### src/hdl/pwr_mode_pkg.sv
// Package with register map, field layouts, states and timing counts
package pwr_mode_pkg;

  localparam logic [7:0] OFF_SYS_CTRL_FIRST  = 8'h00;
  localparam logic [7:0] OFF_SYS_CTRL_SECOND = 8'h04;
  localparam logic [7:0] OFF_INT_ENABLE_1    = 8'h08;
  localparam logic [7:0] OFF_MODULE_STANDBY  = 8'h0C;
  localparam logic [7:0] OFF_MODE_STATUS     = 8'h10;

  localparam logic [4:0] RST_SYS_CTRL_FIRST  = 5'h00;
  localparam logic [5:0] RST_SYS_CTRL_SECOND = 6'h00;

  localparam int         SLEEP_EXEC_STATES   = 2;
  localparam int         INTERNAL_STATES     = 1;
  localparam int         EXC_STATES          = 14;
  localparam logic [19:0] PRE_TICKS          =
    20'(SLEEP_EXEC_STATES + INTERNAL_STATES);
  localparam logic [19:0] EXC_TICKS          = 20'(EXC_STATES);

  localparam int         OSC_WAIT_DEFAULT    = 8192;
  localparam int         NUM_MODULES_DEFAULT = 8;

  typedef struct packed {
    logic       low_speed_select;
    logic [2:0] osc_wait_sel;
    logic       subsleep_select;
  } system_control_first_t;

  typedef struct packed {
    logic       direct_switch_flag;
    logic [1:0] sub_freq_sel;
    logic [2:0] active_freq_sel;
  } system_control_second_t;

  typedef enum logic [2:0] {
    ST_ACTIVE,
    ST_SUBACTIVE,
    ST_DT_PRE,
    ST_DT_WAIT,
    ST_DT_EXC,
    ST_SLEEP,
    ST_SUBSLEEP
  } pwr_state_t;

endpackage

### src/hdl/power_mode_direct_transition.sv
// Operating mode, CPU clock and direct transition controller with APB
//
// The implementer's own choices: the APB interface to the registers and the placing of the registers.
`timescale 1ns/1ps
module power_mode_direct_transition
#(
  parameter int NUM_MODULES = pwr_mode_pkg::NUM_MODULES_DEFAULT,
  parameter int OSC_WAIT    = pwr_mode_pkg::OSC_WAIT_DEFAULT
)
(
  input  wire logic                   core_clk,
  input  wire logic                   rst,
  input  wire logic                   psel,
  input  wire logic                   penable,
  input  wire logic                   pwrite,
  input  wire logic [7:0]             paddr,
  input  wire logic [31:0]            pwdata,
  output logic                        pready,
  output logic      [31:0]            prdata,
  output logic                        pslverr,
  input  wire logic                   sleep_req,
  input  wire logic                   cpu_imask,
  input  wire logic                   wake_irq,
  input  wire logic                   watch_tick,
  input  wire logic                   subclk_present,
  output logic                        cpu_tick,
  output logic                        cpu_halt,
  output logic                        in_subactive,
  output logic                        dt_irq,
  output logic                        dt_busy,
  output logic      [NUM_MODULES-1:0] module_clk_en
);

  localparam logic [19:0] WAIT_BASE = 20'(OSC_WAIT);

  pwr_mode_pkg::system_control_first_t  ctrl1_ff;
  pwr_mode_pkg::system_control_first_t  nxt_ctrl1;
  pwr_mode_pkg::system_control_second_t ctrl2_ff;
  pwr_mode_pkg::system_control_second_t nxt_ctrl2;
  logic                                 dt_ie_ff;
  logic                                 nxt_dt_ie;
  logic [NUM_MODULES-1:0]               standby_ff;
  logic [NUM_MODULES-1:0]               nxt_standby;
  logic                                 pready_ff;
  logic                                 nxt_pready;
  logic [31:0]                          prdata_ff;
  logic [31:0]                          nxt_prdata;
  logic                                 pslverr_ff;
  logic                                 nxt_pslverr;
  logic                                 access;

  pwr_mode_pkg::pwr_state_t             state_ff;
  pwr_mode_pkg::pwr_state_t             nxt_state;
  logic [19:0]                          cnt_ff;
  logic [19:0]                          nxt_cnt;
  logic                                 use_sub_ff;
  logic                                 nxt_use_sub;
  logic                                 target_sub_ff;
  logic                                 nxt_target_sub;
  logic [2:0]                           act_sel_ff;
  logic [2:0]                           nxt_act_sel;
  logic [1:0]                           sub_sel_ff;
  logic [1:0]                           nxt_sub_sel;
  logic                                 locked_ff;
  logic                                 nxt_locked;
  logic                                 halt_ff;
  logic                                 nxt_halt;
  logic                                 dt_irq_ff;
  logic                                 nxt_dt_irq;
  logic                                 busy_ff;
  logic                                 nxt_busy;
  logic                                 tick;
  logic                                 wake_ok;

  // APB slave, one wait state in the access phase
  always_comb
  begin
    access      = psel & penable & ~pready_ff;
    nxt_pready  = access;
    nxt_prdata  = 32'h0000_0000;
    nxt_pslverr = 1'b0;
    nxt_ctrl1   = ctrl1_ff;
    nxt_ctrl2   = ctrl2_ff;
    nxt_dt_ie   = dt_ie_ff;
    nxt_standby = standby_ff;
    if (access)
    begin
      case (paddr)
        pwr_mode_pkg::OFF_SYS_CTRL_FIRST:
        begin
          nxt_prdata = {27'h0, ctrl1_ff};
          if (pwrite)
          begin
            nxt_ctrl1 = pwr_mode_pkg::system_control_first_t'(pwdata[4:0]);
          end
        end
        pwr_mode_pkg::OFF_SYS_CTRL_SECOND:
        begin
          nxt_prdata = {26'h0, ctrl2_ff};
          if (pwrite)
          begin
            nxt_ctrl2 = pwr_mode_pkg::system_control_second_t'(pwdata[5:0]);
          end
        end
        pwr_mode_pkg::OFF_INT_ENABLE_1:
        begin
          nxt_prdata = {31'h0, dt_ie_ff};
          if (pwrite)
          begin
            nxt_dt_ie = pwdata[0];
          end
        end
        pwr_mode_pkg::OFF_MODULE_STANDBY:
        begin
          nxt_prdata = 32'(standby_ff);
          if (pwrite)
          begin
            nxt_standby = pwdata[NUM_MODULES-1:0];
          end
        end
        pwr_mode_pkg::OFF_MODE_STATUS:
        begin
          nxt_prdata = {19'h0, sub_sel_ff, act_sel_ff, locked_ff,
                        busy_ff, halt_ff, use_sub_ff, 1'b0, state_ff};
        end
        default:
        begin
          nxt_pslverr = 1'b1;
        end
      endcase
    end
  end

  always_ff @(posedge core_clk or posedge rst)
  begin
    if (rst)
    begin
      ctrl1_ff   <= pwr_mode_pkg::RST_SYS_CTRL_FIRST;
      ctrl2_ff   <= pwr_mode_pkg::RST_SYS_CTRL_SECOND;
      dt_ie_ff   <= 1'b0;
      standby_ff <= '0;
      pready_ff  <= 1'b0;
      prdata_ff  <= 32'h0000_0000;
      pslverr_ff <= 1'b0;
    end
    else
    begin
      ctrl1_ff   <= nxt_ctrl1;
      ctrl2_ff   <= nxt_ctrl2;
      dt_ie_ff   <= nxt_dt_ie;
      standby_ff <= nxt_standby;
      pready_ff  <= nxt_pready;
      prdata_ff  <= nxt_prdata;
      pslverr_ff <= nxt_pslverr;
    end
  end

  // Mode sequencer
  always_comb
  begin
    nxt_state      = state_ff;
    nxt_cnt        = cnt_ff;
    nxt_use_sub    = use_sub_ff;
    nxt_target_sub = target_sub_ff;
    nxt_act_sel    = act_sel_ff;
    nxt_sub_sel    = sub_sel_ff;
    nxt_locked     = locked_ff;
    nxt_halt       = halt_ff;
    nxt_dt_irq     = 1'b0;
    nxt_busy       = busy_ff;
    // Subsleep without a subclock cannot be left by interrupt
    wake_ok = wake_irq & ~cpu_imask & ~locked_ff &
              ~((state_ff == pwr_mode_pkg::ST_SUBSLEEP) & ~subclk_present);
    case (state_ff)
      pwr_mode_pkg::ST_ACTIVE,
      pwr_mode_pkg::ST_SUBACTIVE:
      begin
        if (sleep_req)
        begin
          if (ctrl2_ff.direct_switch_flag & dt_ie_ff & ~cpu_imask)
          begin
            // Direct transition keeps the CPU running
            nxt_state      = pwr_mode_pkg::ST_DT_PRE;
            nxt_target_sub = ctrl1_ff.low_speed_select;
            nxt_cnt        = 20'h00000;
            nxt_busy       = 1'b1;
          end
          else
          begin
            // Disabled interrupt or mask falls back to sleep
            nxt_act_sel = ctrl2_ff.active_freq_sel;
            nxt_sub_sel = ctrl2_ff.sub_freq_sel;
            nxt_locked = ctrl2_ff.direct_switch_flag & cpu_imask;
            nxt_halt   = 1'b1;
            nxt_state  = ctrl1_ff.subsleep_select ?
                         pwr_mode_pkg::ST_SUBSLEEP : pwr_mode_pkg::ST_SLEEP;
          end
        end
      end
      pwr_mode_pkg::ST_DT_PRE:
      begin
        // Sleep and internal states on the pre-transition clock
        if (tick)
        begin
          if (cnt_ff + 20'h00001 >= pwr_mode_pkg::PRE_TICKS)
          begin
            nxt_use_sub = target_sub_ff;
            // New selections switch with the mode
            nxt_act_sel = ctrl2_ff.active_freq_sel;
            nxt_sub_sel = ctrl2_ff.sub_freq_sel;
            nxt_cnt     = 20'h00000;
            if (use_sub_ff & ~target_sub_ff)
            begin
              nxt_state = pwr_mode_pkg::ST_DT_WAIT;
            end
            else
            begin
              nxt_state  = pwr_mode_pkg::ST_DT_EXC;
              nxt_dt_irq = 1'b1;
            end
          end
          else
          begin
            nxt_cnt = cnt_ff + 20'h00001;
          end
        end
      end
      pwr_mode_pkg::ST_DT_WAIT:
      begin
        // Oscillator wait on the new system clock
        if (tick)
        begin
          if (cnt_ff + 20'h00001 >= (WAIT_BASE >> ctrl1_ff.osc_wait_sel))
          begin
            nxt_cnt    = 20'h00000;
            nxt_state  = pwr_mode_pkg::ST_DT_EXC;
            nxt_dt_irq = 1'b1;
          end
          else
          begin
            nxt_cnt = cnt_ff + 20'h00001;
          end
        end
      end
      pwr_mode_pkg::ST_DT_EXC:
      begin
        // Handling states on the new clock; the entry tick (dt_irq_ff cycle) is not counted
        if (tick & ~dt_irq_ff)
        begin
          if (cnt_ff + 20'h00001 >= pwr_mode_pkg::EXC_TICKS)
          begin
            nxt_cnt   = 20'h00000;
            nxt_busy  = 1'b0;
            nxt_state = use_sub_ff ? pwr_mode_pkg::ST_SUBACTIVE
                                   : pwr_mode_pkg::ST_ACTIVE;
          end
          else
          begin
            nxt_cnt = cnt_ff + 20'h00001;
          end
        end
      end
      pwr_mode_pkg::ST_SLEEP,
      pwr_mode_pkg::ST_SUBSLEEP:
      begin
        if (wake_ok)
        begin
          // Release mode follows the low speed select bit
          nxt_halt    = 1'b0;
          nxt_use_sub = ctrl1_ff.low_speed_select;
          nxt_state   = ctrl1_ff.low_speed_select ?
                        pwr_mode_pkg::ST_SUBACTIVE : pwr_mode_pkg::ST_ACTIVE;
        end
      end
      default:
      begin
        nxt_state = pwr_mode_pkg::ST_ACTIVE;
      end
    endcase
  end

  always_ff @(posedge core_clk or posedge rst)
  begin
    if (rst)
    begin
      state_ff      <= pwr_mode_pkg::ST_ACTIVE;
      cnt_ff        <= 20'h00000;
      use_sub_ff    <= 1'b0;
      target_sub_ff <= 1'b0;
      act_sel_ff    <= 3'h0;
      sub_sel_ff    <= 2'h0;
      locked_ff     <= 1'b0;
      halt_ff       <= 1'b0;
      dt_irq_ff     <= 1'b0;
      busy_ff       <= 1'b0;
    end
    else
    begin
      state_ff      <= nxt_state;
      cnt_ff        <= nxt_cnt;
      use_sub_ff    <= nxt_use_sub;
      target_sub_ff <= nxt_target_sub;
      act_sel_ff    <= nxt_act_sel;
      sub_sel_ff    <= nxt_sub_sel;
      locked_ff     <= nxt_locked;
      halt_ff       <= nxt_halt;
      dt_irq_ff     <= nxt_dt_irq;
      busy_ff       <= nxt_busy;
    end
  end

  // CPU clock enable from the applied selections
  cpu_tick_gen u_tick
  (
    .core_clk   (core_clk),
    .rst        (rst),
    .use_sub    (use_sub_ff),
    .act_sel    (act_sel_ff),
    .sub_sel    (sub_sel_ff),
    .watch_tick (watch_tick),
    .tick_ff    (tick)
  );

  module_clk_gate #(.NUM_MODULES(NUM_MODULES)) u_gate
  (
    .core_clk  (core_clk),
    .rst       (rst),
    .standby   (standby_ff),
    .clk_en_ff (module_clk_en)
  );

  assign pready       = pready_ff;
  assign prdata       = prdata_ff;
  assign pslverr      = pslverr_ff;
  assign cpu_tick     = tick;
  assign cpu_halt     = halt_ff;
  assign in_subactive = use_sub_ff;
  assign dt_irq       = dt_irq_ff;
  assign dt_busy      = busy_ff;

endmodule // power_mode_direct_transition

### src/hdl/cpu_tick_gen.sv
// CPU clock enable divider for system and watch clock sources
`timescale 1ns/1ps
module cpu_tick_gen
(
  input  wire logic       core_clk,
  input  wire logic       rst,
  input  wire logic       use_sub,
  input  wire logic [2:0] act_sel,
  input  wire logic [1:0] sub_sel,
  input  wire logic       watch_tick,
  output logic            tick_ff
);

  logic [7:0] cnt_ff;
  logic [7:0] nxt_cnt;
  logic       nxt_tick;
  logic [7:0] limit;
  logic       adv;

  always_comb
  begin
    limit    = 8'h00;
    adv      = 1'b1;
    nxt_cnt  = cnt_ff;
    nxt_tick = 1'b0;
    if (use_sub)
    begin
      // Watch clock divided by 8, 4 or 2
      case (sub_sel)
        2'h0:    limit = 8'h07;
        2'h1:    limit = 8'h03;
        default: limit = 8'h01;
      endcase
      adv = watch_tick;
    end
    else
    begin
      // System clock divided by two to the power of the selection
      limit = 8'((9'h001 << act_sel) - 9'h001);
    end
    if (adv)
    begin
      if (cnt_ff >= limit)
      begin
        nxt_cnt  = 8'h00;
        nxt_tick = 1'b1;
      end
      else
      begin
        nxt_cnt = cnt_ff + 8'h01;
      end
    end
  end

  always_ff @(posedge core_clk or posedge rst)
  begin
    if (rst)
    begin
      cnt_ff  <= 8'h00;
      tick_ff <= 1'b0;
    end
    else
    begin
      cnt_ff  <= nxt_cnt;
      tick_ff <= nxt_tick;
    end
  end

endmodule // cpu_tick_gen

### src/hdl/module_clk_gate.sv
// Per-module clock enables driven by module standby bits
`timescale 1ns/1ps
module module_clk_gate
#(
  parameter int NUM_MODULES = 8
)
(
  input  wire logic                   core_clk,
  input  wire logic                   rst,
  input  wire logic [NUM_MODULES-1:0] standby,
  output logic      [NUM_MODULES-1:0] clk_en_ff
);

  logic [NUM_MODULES-1:0] nxt_clk_en;

  genvar i;
  generate
    for (i = 0; i < NUM_MODULES; i++)
    begin : g_mod
      // Standby bit at 1 stops the module clock, 0 restores it
      always_comb
      begin
        nxt_clk_en[i] = ~standby[i];
      end
    end
  endgenerate

  always_ff @(posedge core_clk or posedge rst)
  begin
    if (rst)
    begin
      clk_en_ff <= '1;
    end
    else
    begin
      clk_en_ff <= nxt_clk_en;
    end
  end

endmodule // module_clk_gate

### config.mk
export PLATFORM = sky130hd
export DESIGN_NAME = power_mode_direct_transition
export DESIGN_NICKNAME = d
export VERILOG_FILES = /design/src/hdl/pwr_mode_pkg.sv /design/src/hdl/power_mode_direct_transition.sv /design/src/hdl/cpu_tick_gen.sv /design/src/hdl/module_clk_gate.sv
export SDC_FILE = /design/constraint.sdc
export NUM_CORES = 1
export LEC_CHECK = 0
export BUFFER_PORTS_ARGS = -buffer_cell sky130_fd_sc_hd__buf_2
export CORE_AREA = 8 8 136 100
export CTS_CLUSTER_SIZE = 30
export DETAILED_ROUTE_END_ITERATION = 8
export DIE_AREA = 0 0 144 108
export GPL_ROUTABILITY_DRIVEN = 0
export HOLD_SLACK_MARGIN = 0.1
export PLACE_DENSITY = 0.78
export SETUP_SLACK_MARGIN = 0.1
export SLEW_MARGIN = 20
export SYNTH_ARGS = -nofsm -noshare
export SYNTH_HDL_FRONTEND = slang
export SYNTH_SLANG_ARGS = --single-unit
export TNS_END_PERCENT = 50
### constraint.sdc
create_clock -name core_clk -period 6.1 [get_ports core_clk]
set_clock_uncertainty 0.2 [all_clocks]
set_input_delay 0.305 -clock core_clk [delete_from_list [all_inputs] [get_ports core_clk]]
set_output_delay 0.305 -clock core_clk [all_outputs]
set_load 0.05 [all_outputs]
; ---- Word level (Yosys, flattened, before mapping)
; Cells that the tools add are included.
[word_totals]
out_inout_bits = 47
ff_bits = 105
wordCells = 166
inputBits = 50
[op_classes]
addsub = 3
bitwise_logic = 27
magnitude_cmp = 4
reduce_logical = 23
muxes = 62
n_eq_ne = 21
shifts = 2
[ops]
columns = operator, n
row1 = $mux 20, 8
row2 = $pmux 20 s4, 1
row3 = $pmux 13 s5, 1
row4 = $mux 3, 14
row5 = $mux 1, 22
row6 = $add 20x1->20 const B, 1
row7 = $ge 20x2->1 const B, 1
row8 = $ge 20x20->1, 1
row9 = $ge 20x4->1 const B, 1
row10 = $shr 14x3->20 const A, 1
row11 = $reduce_and 3->1, 6
row12 = $eq 8x4->1 const B, 2
row13 = $mux 8, 2
row14 = $ne 2x2->1 const B, 8
row15 = $not 1->1, 16
row16 = $pmux 3 s5, 1
row17 = $mux 13, 1
row18 = $pmux 3 s2, 2
row19 = $and 1x1->1, 11
row20 = $mux 2, 5
row21 = $reduce_and 5->1, 2
row22 = $eq 3x3->1 const B, 3
row23 = $add 8x1->8 const B, 1
row24 = $eq 8x3->1 const B, 1
row25 = 20 further kinds, 30

; ---- Depth between registers and ports, before layout
[logic_depth]
ltp_word = 6
ltp_mapped = 15
ltp_nobuf = 14

; ---- By module
; From an unflattened synthesis, not the netlist that was laid out.
[unflattened]
cells_unflattened = 506
area_unflattened_um2 = 5001.0
[modules_own_cells]
columns = module, n_inst, area_each_um2, cells_per_inst
row1 = power_mode_direct_transition, 1, 4055.1, 408
row2 = cpu_tick_gen, 1, 701.9, 81
row3 = module_clk_gate, 1, 244.0, 17

; ---- Worst setup path after synthesis
; OpenSTA, ideal clock, no wires.
[synth_timing]
path_type = reg-to-reg
startpoint = register cnt_ff[0]
endpoint = register state_ff[1]
setup_slack_ns = 2.918
path_stages_with_launch = 14
setup_ns = 0.128
required_time_ns = 5.772
t_arrival_ns = 2.854
path_cell_list = dfrtp_1 -> ha_1 -> nand3_2 -> nor4_1 -> xnor2_1 -> inv_1 -> ha_1 -> a21oi_1 -> o21ai_0 -> inv_1 -> a22oi_2 -> o21ai_2 -> a21boi_1 -> mux2_1
[synth_between]
elab_chain_len = 4
word_cells_on_any_way = 8
classes_between = add/sub (1) / order compare (3) / eq/ne (3) / reduce/logical (1)
[synth_lines]
columns = element, line
row1 = start: declaration, power_mode_direct_transition.sv:54  ; logic [19:0] cnt_ff;
row2 = start signal: assignment, power_mode_direct_transition.sv:300  ; cnt_ff <= nxt_cnt;
row3 = $add 20x1->20 *, "power_mode_direct_transition.sv:205, power_mode_direct_transition.sv:233, power_mode_direct_transition.sv:250"
row4 = $ge 20x4->1 (tied with other cells), power_mode_direct_transition.sv:250  ; if (cnt_ff + 20'h00001 >= pwr_mode_pkg::EXC_TICKS)
row5 = $ne 2x2->1 (no source line), n/a
row6 = $reduce_and 8->1 (no source line) *, n/a
row7 = end signal: assignment, power_mode_direct_transition.sv:286  ; state_ff <= pwr_mode_pkg::ST_ACTIVE;
row8 = end signal: assignment, power_mode_direct_transition.sv:299  ; state_ff <= nxt_state;
row9 = end: declaration, power_mode_direct_transition.sv:52  ; pwr_mode_pkg::pwr_state_t state_ff;
; Mark *: on every way between the ends. The rest lies on a longest branch, timed or not.
; A chain may end at the register's enable or synchronous reset.

; ---- Final worst setup path
[layout_timing]
startpoint = register cnt_ff[0]
endpoint = register cnt_ff[5]
[layout_between]
elab_chain_len = 5
word_cells_on_any_way = 11
classes_between = add/sub (1) / order compare (3) / mux (7)
[layout_lines]
columns = element, line
row1 = $add 20x1->20 *, n/a
row2 = $ge 20x4->1 (tied with other cells), power_mode_direct_transition.sv:250
row3 = $mux 20 (on tied branches), "power_mode_direct_transition.sv:250, power_mode_direct_transition.sv:205, power_mode_direct_transition.sv:233"
row4 = $mux 20 (on tied branches), "power_mode_direct_transition.sv:248, power_mode_direct_transition.sv:203, power_mode_direct_transition.sv:231"
row5 = $pmux 20 s4 *, power_mode_direct_transition.sv:174  ; case (state_ff)
; Mark *: on every way between the ends. The rest lies on a longest branch, timed or not. The select of a mux whose other input is x is not followed.

==> run metrics <==
Vias 3988; final max-slew violation count 0; RSZ-0062 raised after global routing no; initial antenna violation count 0; slowest cell on the critical path a21oi_1; Unique masters post-synth 64; Max Cap Viol 0; Max Root-Sink Buffers 2; yosys warns 0; Layout Area Growth over Synthesis 13.3%; Clk pin slew, worst setup/hold paths 0.07 ns; DR DRC count 0; # setup viols final 0; DR WL/cell 17.4 um; top post-synthesis cells by count dfrtp_1 (78), nand2_1 (41), nor2_1 (39), mux2_2 (31), inv_1 (24); Core Area 11400 um^2; Rows 33; Seq cells post-synth 86; num ports 97; first-pass GRT wire length 20500 um; TritonCTS Buffers 9; largest net degree at the start of global routing 87; register area share after synthesis 0.432; Gate Count Post-Synth 505; Routed WL 12500 um; highest clock rate 0.252 GHz; Mean Syn Cell Area 9.90 um^2; Post-DP HPWL 9120 um; Die ar. 15600 um^2; H-tree levels 3; Worst Path Required 6.11 ns; post-route setup slack 2.14 ns; CP delay by family, top compound AO/OA/AOI/OAI gates; Setup WS pre-CTS 2.25 ns; post-synth top area share 0.390; clock tree sinks 86; CTS tree yes; post-synth top area cell dfrtp_1; FFs w/ async S/R, synth 1.00; layout cell share with drive strength beyond 1 0.227; Crit path buffers/inverters 0; Critical Path Sink Type register; initial core utilization 0.437; Area contributors post-synth dfrtp_1 (39%), mux2_2 (7.0%), ha_1 (5.0%); Slew headroom 0.394; Critical Path AT 3.97 ns; setup TNS 0 ns; top-count cell post-synth dfrtp_1; outcome complete, no violations; Congestion Overflow GR 0; gr usage total 0.166; Final Critical Period 3.96 ns; vias in the first global route 4002; Main synth FF type dfrtp_1; count of final hold-check violations 0; DRT antenna net count 0; worst-path fanout max 9; fin crit share 0.650; Mapped Area 5000 um^2; Die H 108 um; leakage power 2.65 nW; clk_lat worst skew 0.35 ns; slowest stage delay, CP 0.55 ns; Worst Tran Pin Value 0.901 ns; critical path class reg -> reg; cells along the critical path ha_1 -> nand3_2 -> nor2_1 -> xor2_1 -> ha_1 -> o21ai_0 -> a22oi_1 -> o31a_1 -> o2111ai_2 -> a22oi_2 -> o21ai_2 -> a21oi_1 -> nor2_1; Pre-antenna DRT Iters 4; clock root cell clkbuf_16; reg-to-reg slack, setup 2.14 ns; Die X 144 um; Worst IR Drop VDD 0.192 mV; via/cell ratio 5.53; post-layout net count 628; number of synthesized flops with an enable pin 0; Starting DRT DRC Count 323; Pwr Density 305 nW/um^2; Setup Buffers After CTS 0; Port Buffers 53; CP Launch Type register; Hold Crit Class in -> reg
where the power goes:
part           internal, W  switching [W]
clock network     0.000286       0.000255
logic             0.000175       0.000312
registers         0.000611      0.0000872
metrics by stage:
| stage | total power, W | hold WS, ns | std cells | cell area (um^2) | utilization |
|---|---|---|---|---|---|
| after floorplan | 0.00107 | 0.171 | 523 | 5070 | - |
| after global placement | 0.00116 | 0.191 | 693 | 5260 | 0.460 |
| after global routing | 0.00183 | 0.131 | 720 | 5660 | 0.495 |
| after CTS | 0.00173 | 0.105 | 719 | 5650 | 0.494 |
| after detailed placement | 0.00118 | 0.201 | 693 | 5260 | 0.460 |
| final | 0.00173 | 0.113 | 721 | 5670 | 0.495 |
worst paths after layout:
check                      cells after the start           from                  end
max                                           13      cnt_ff[0]            cnt_ff[5]
min                                            3      sleep_req             cpu_halt
max reg2reg                                   13      cnt_ff[0]            cnt_ff[5]
min reg2reg                                    1  standby_ff[6]  u_gate.clk_en_ff[6]
max in group asynchronous                      4            rst            cnt_ff[6]
min in group asynchronous                      4            rst     u_tick.cnt_ff[4]
state kept, by name, summed over array words and instances, names as in the netlist:
signal	count
ctrl1_ff	5
u_tick.cnt_ff	8
dt_busy	1
state_ff	3
cnt_ff	20
locked_ff	1
sub_sel_ff	2
cpu_halt	1
target_sub_ff	1
in_subactive	1
standby_ff	8
dt_irq	1
u_gate.clk_en_ff	8
pslverr	1
pready	1
act_sel_ff	3
dt_ie_ff	1
prdata	13
u_tick.tick_ff	1
ctrl2_ff	6
layout make-up:
cell class	instances	area [um^2]
Antenna cell	1	2.50
Clock inverter	7	63.8
Sequential cell	86	2160
Tap cell	157	196
Clock buffer	9	225
Inverter	24	91.3
Timing Repair Buffer	66	394
Multi-Input combinational cell	371	2530
Fill cell	1046	5770
tightest hold or removal path: stages:
cell and delay [ns]:
buf_2 0.14, a21oi_1 0.08, nor2_1 0.09
repair_timing:
action                                 CTS  global route
gates resized for setup                  0             0
hold buffers                            10             1
endpoints found under the hold margin   21            78
layer usage:
metal / global-route usage / up-vias / routed length, um
met5: 0 / - / 0
met4: 0.0501 / 0 / 180
met3: 0.0436 / 13 / 789
met2: 0.257 / 141 / 5840
met1: 0.224 / 1980 / 5710
li1: - / 1854 / -
layout by cell type (no fill, tap or decap), types with 5 or more instances in the layout:
| master | synthesis | layout |
|---|---|---|
| dfrtp_1 | 78 | 78 |
| buf_2 | 3 | 53 |
| nand2_1 | 41 | 41 |
| nor2_1 | 39 | 39 |
| mux2_2 | 31 | 31 |
| inv_1 | 24 | 23 |
| o21ai_0 | 22 | 22 |
| ha_1 | 20 | 20 |
| conb_1 | 2 | 20 |
| nand3_1 | 15 | 15 |
| a21oi_1 | 15 | 15 |
| and3_1 | 14 | 14 |
| and2_1 | 12 | 12 |
| xor2_1 | 12 | 12 |
| nand2b_1 | 11 | 11 |
| nor3_1 | 11 | 11 |
| dlygate4sd3_1 | 0 | 11 |
| xnor2_1 | 10 | 10 |
| clkbuf_16 | 0 | 9 |
| nor4_1 | 8 | 8 |
| or3_1 | 8 | 8 |
| dfstp_2 | 8 | 8 |
| nand4_1 | 7 | 7 |
| a22oi_1 | 6 | 6 |
| nor3b_1 | 5 | 5 |
| a22o_1 | 5 | 5 |
logic make-up after synthesis:
family | Yosys count | synth area share
AO/OA/AOI/OAI | 83 | 0.122
XOR/XNOR | 22 | 0.0385
adder cells (fa/ha/maj) | 20 | 0.0500
buffers and inverters | 66 | 0.0751
flip-flops | 86 | 0.432
multiplexers | 34 | 0.0761
other | 2 | 0.00150
AND/OR/NAND/NOR | 192 | 0.204
(Power assumes the default switching activity.)
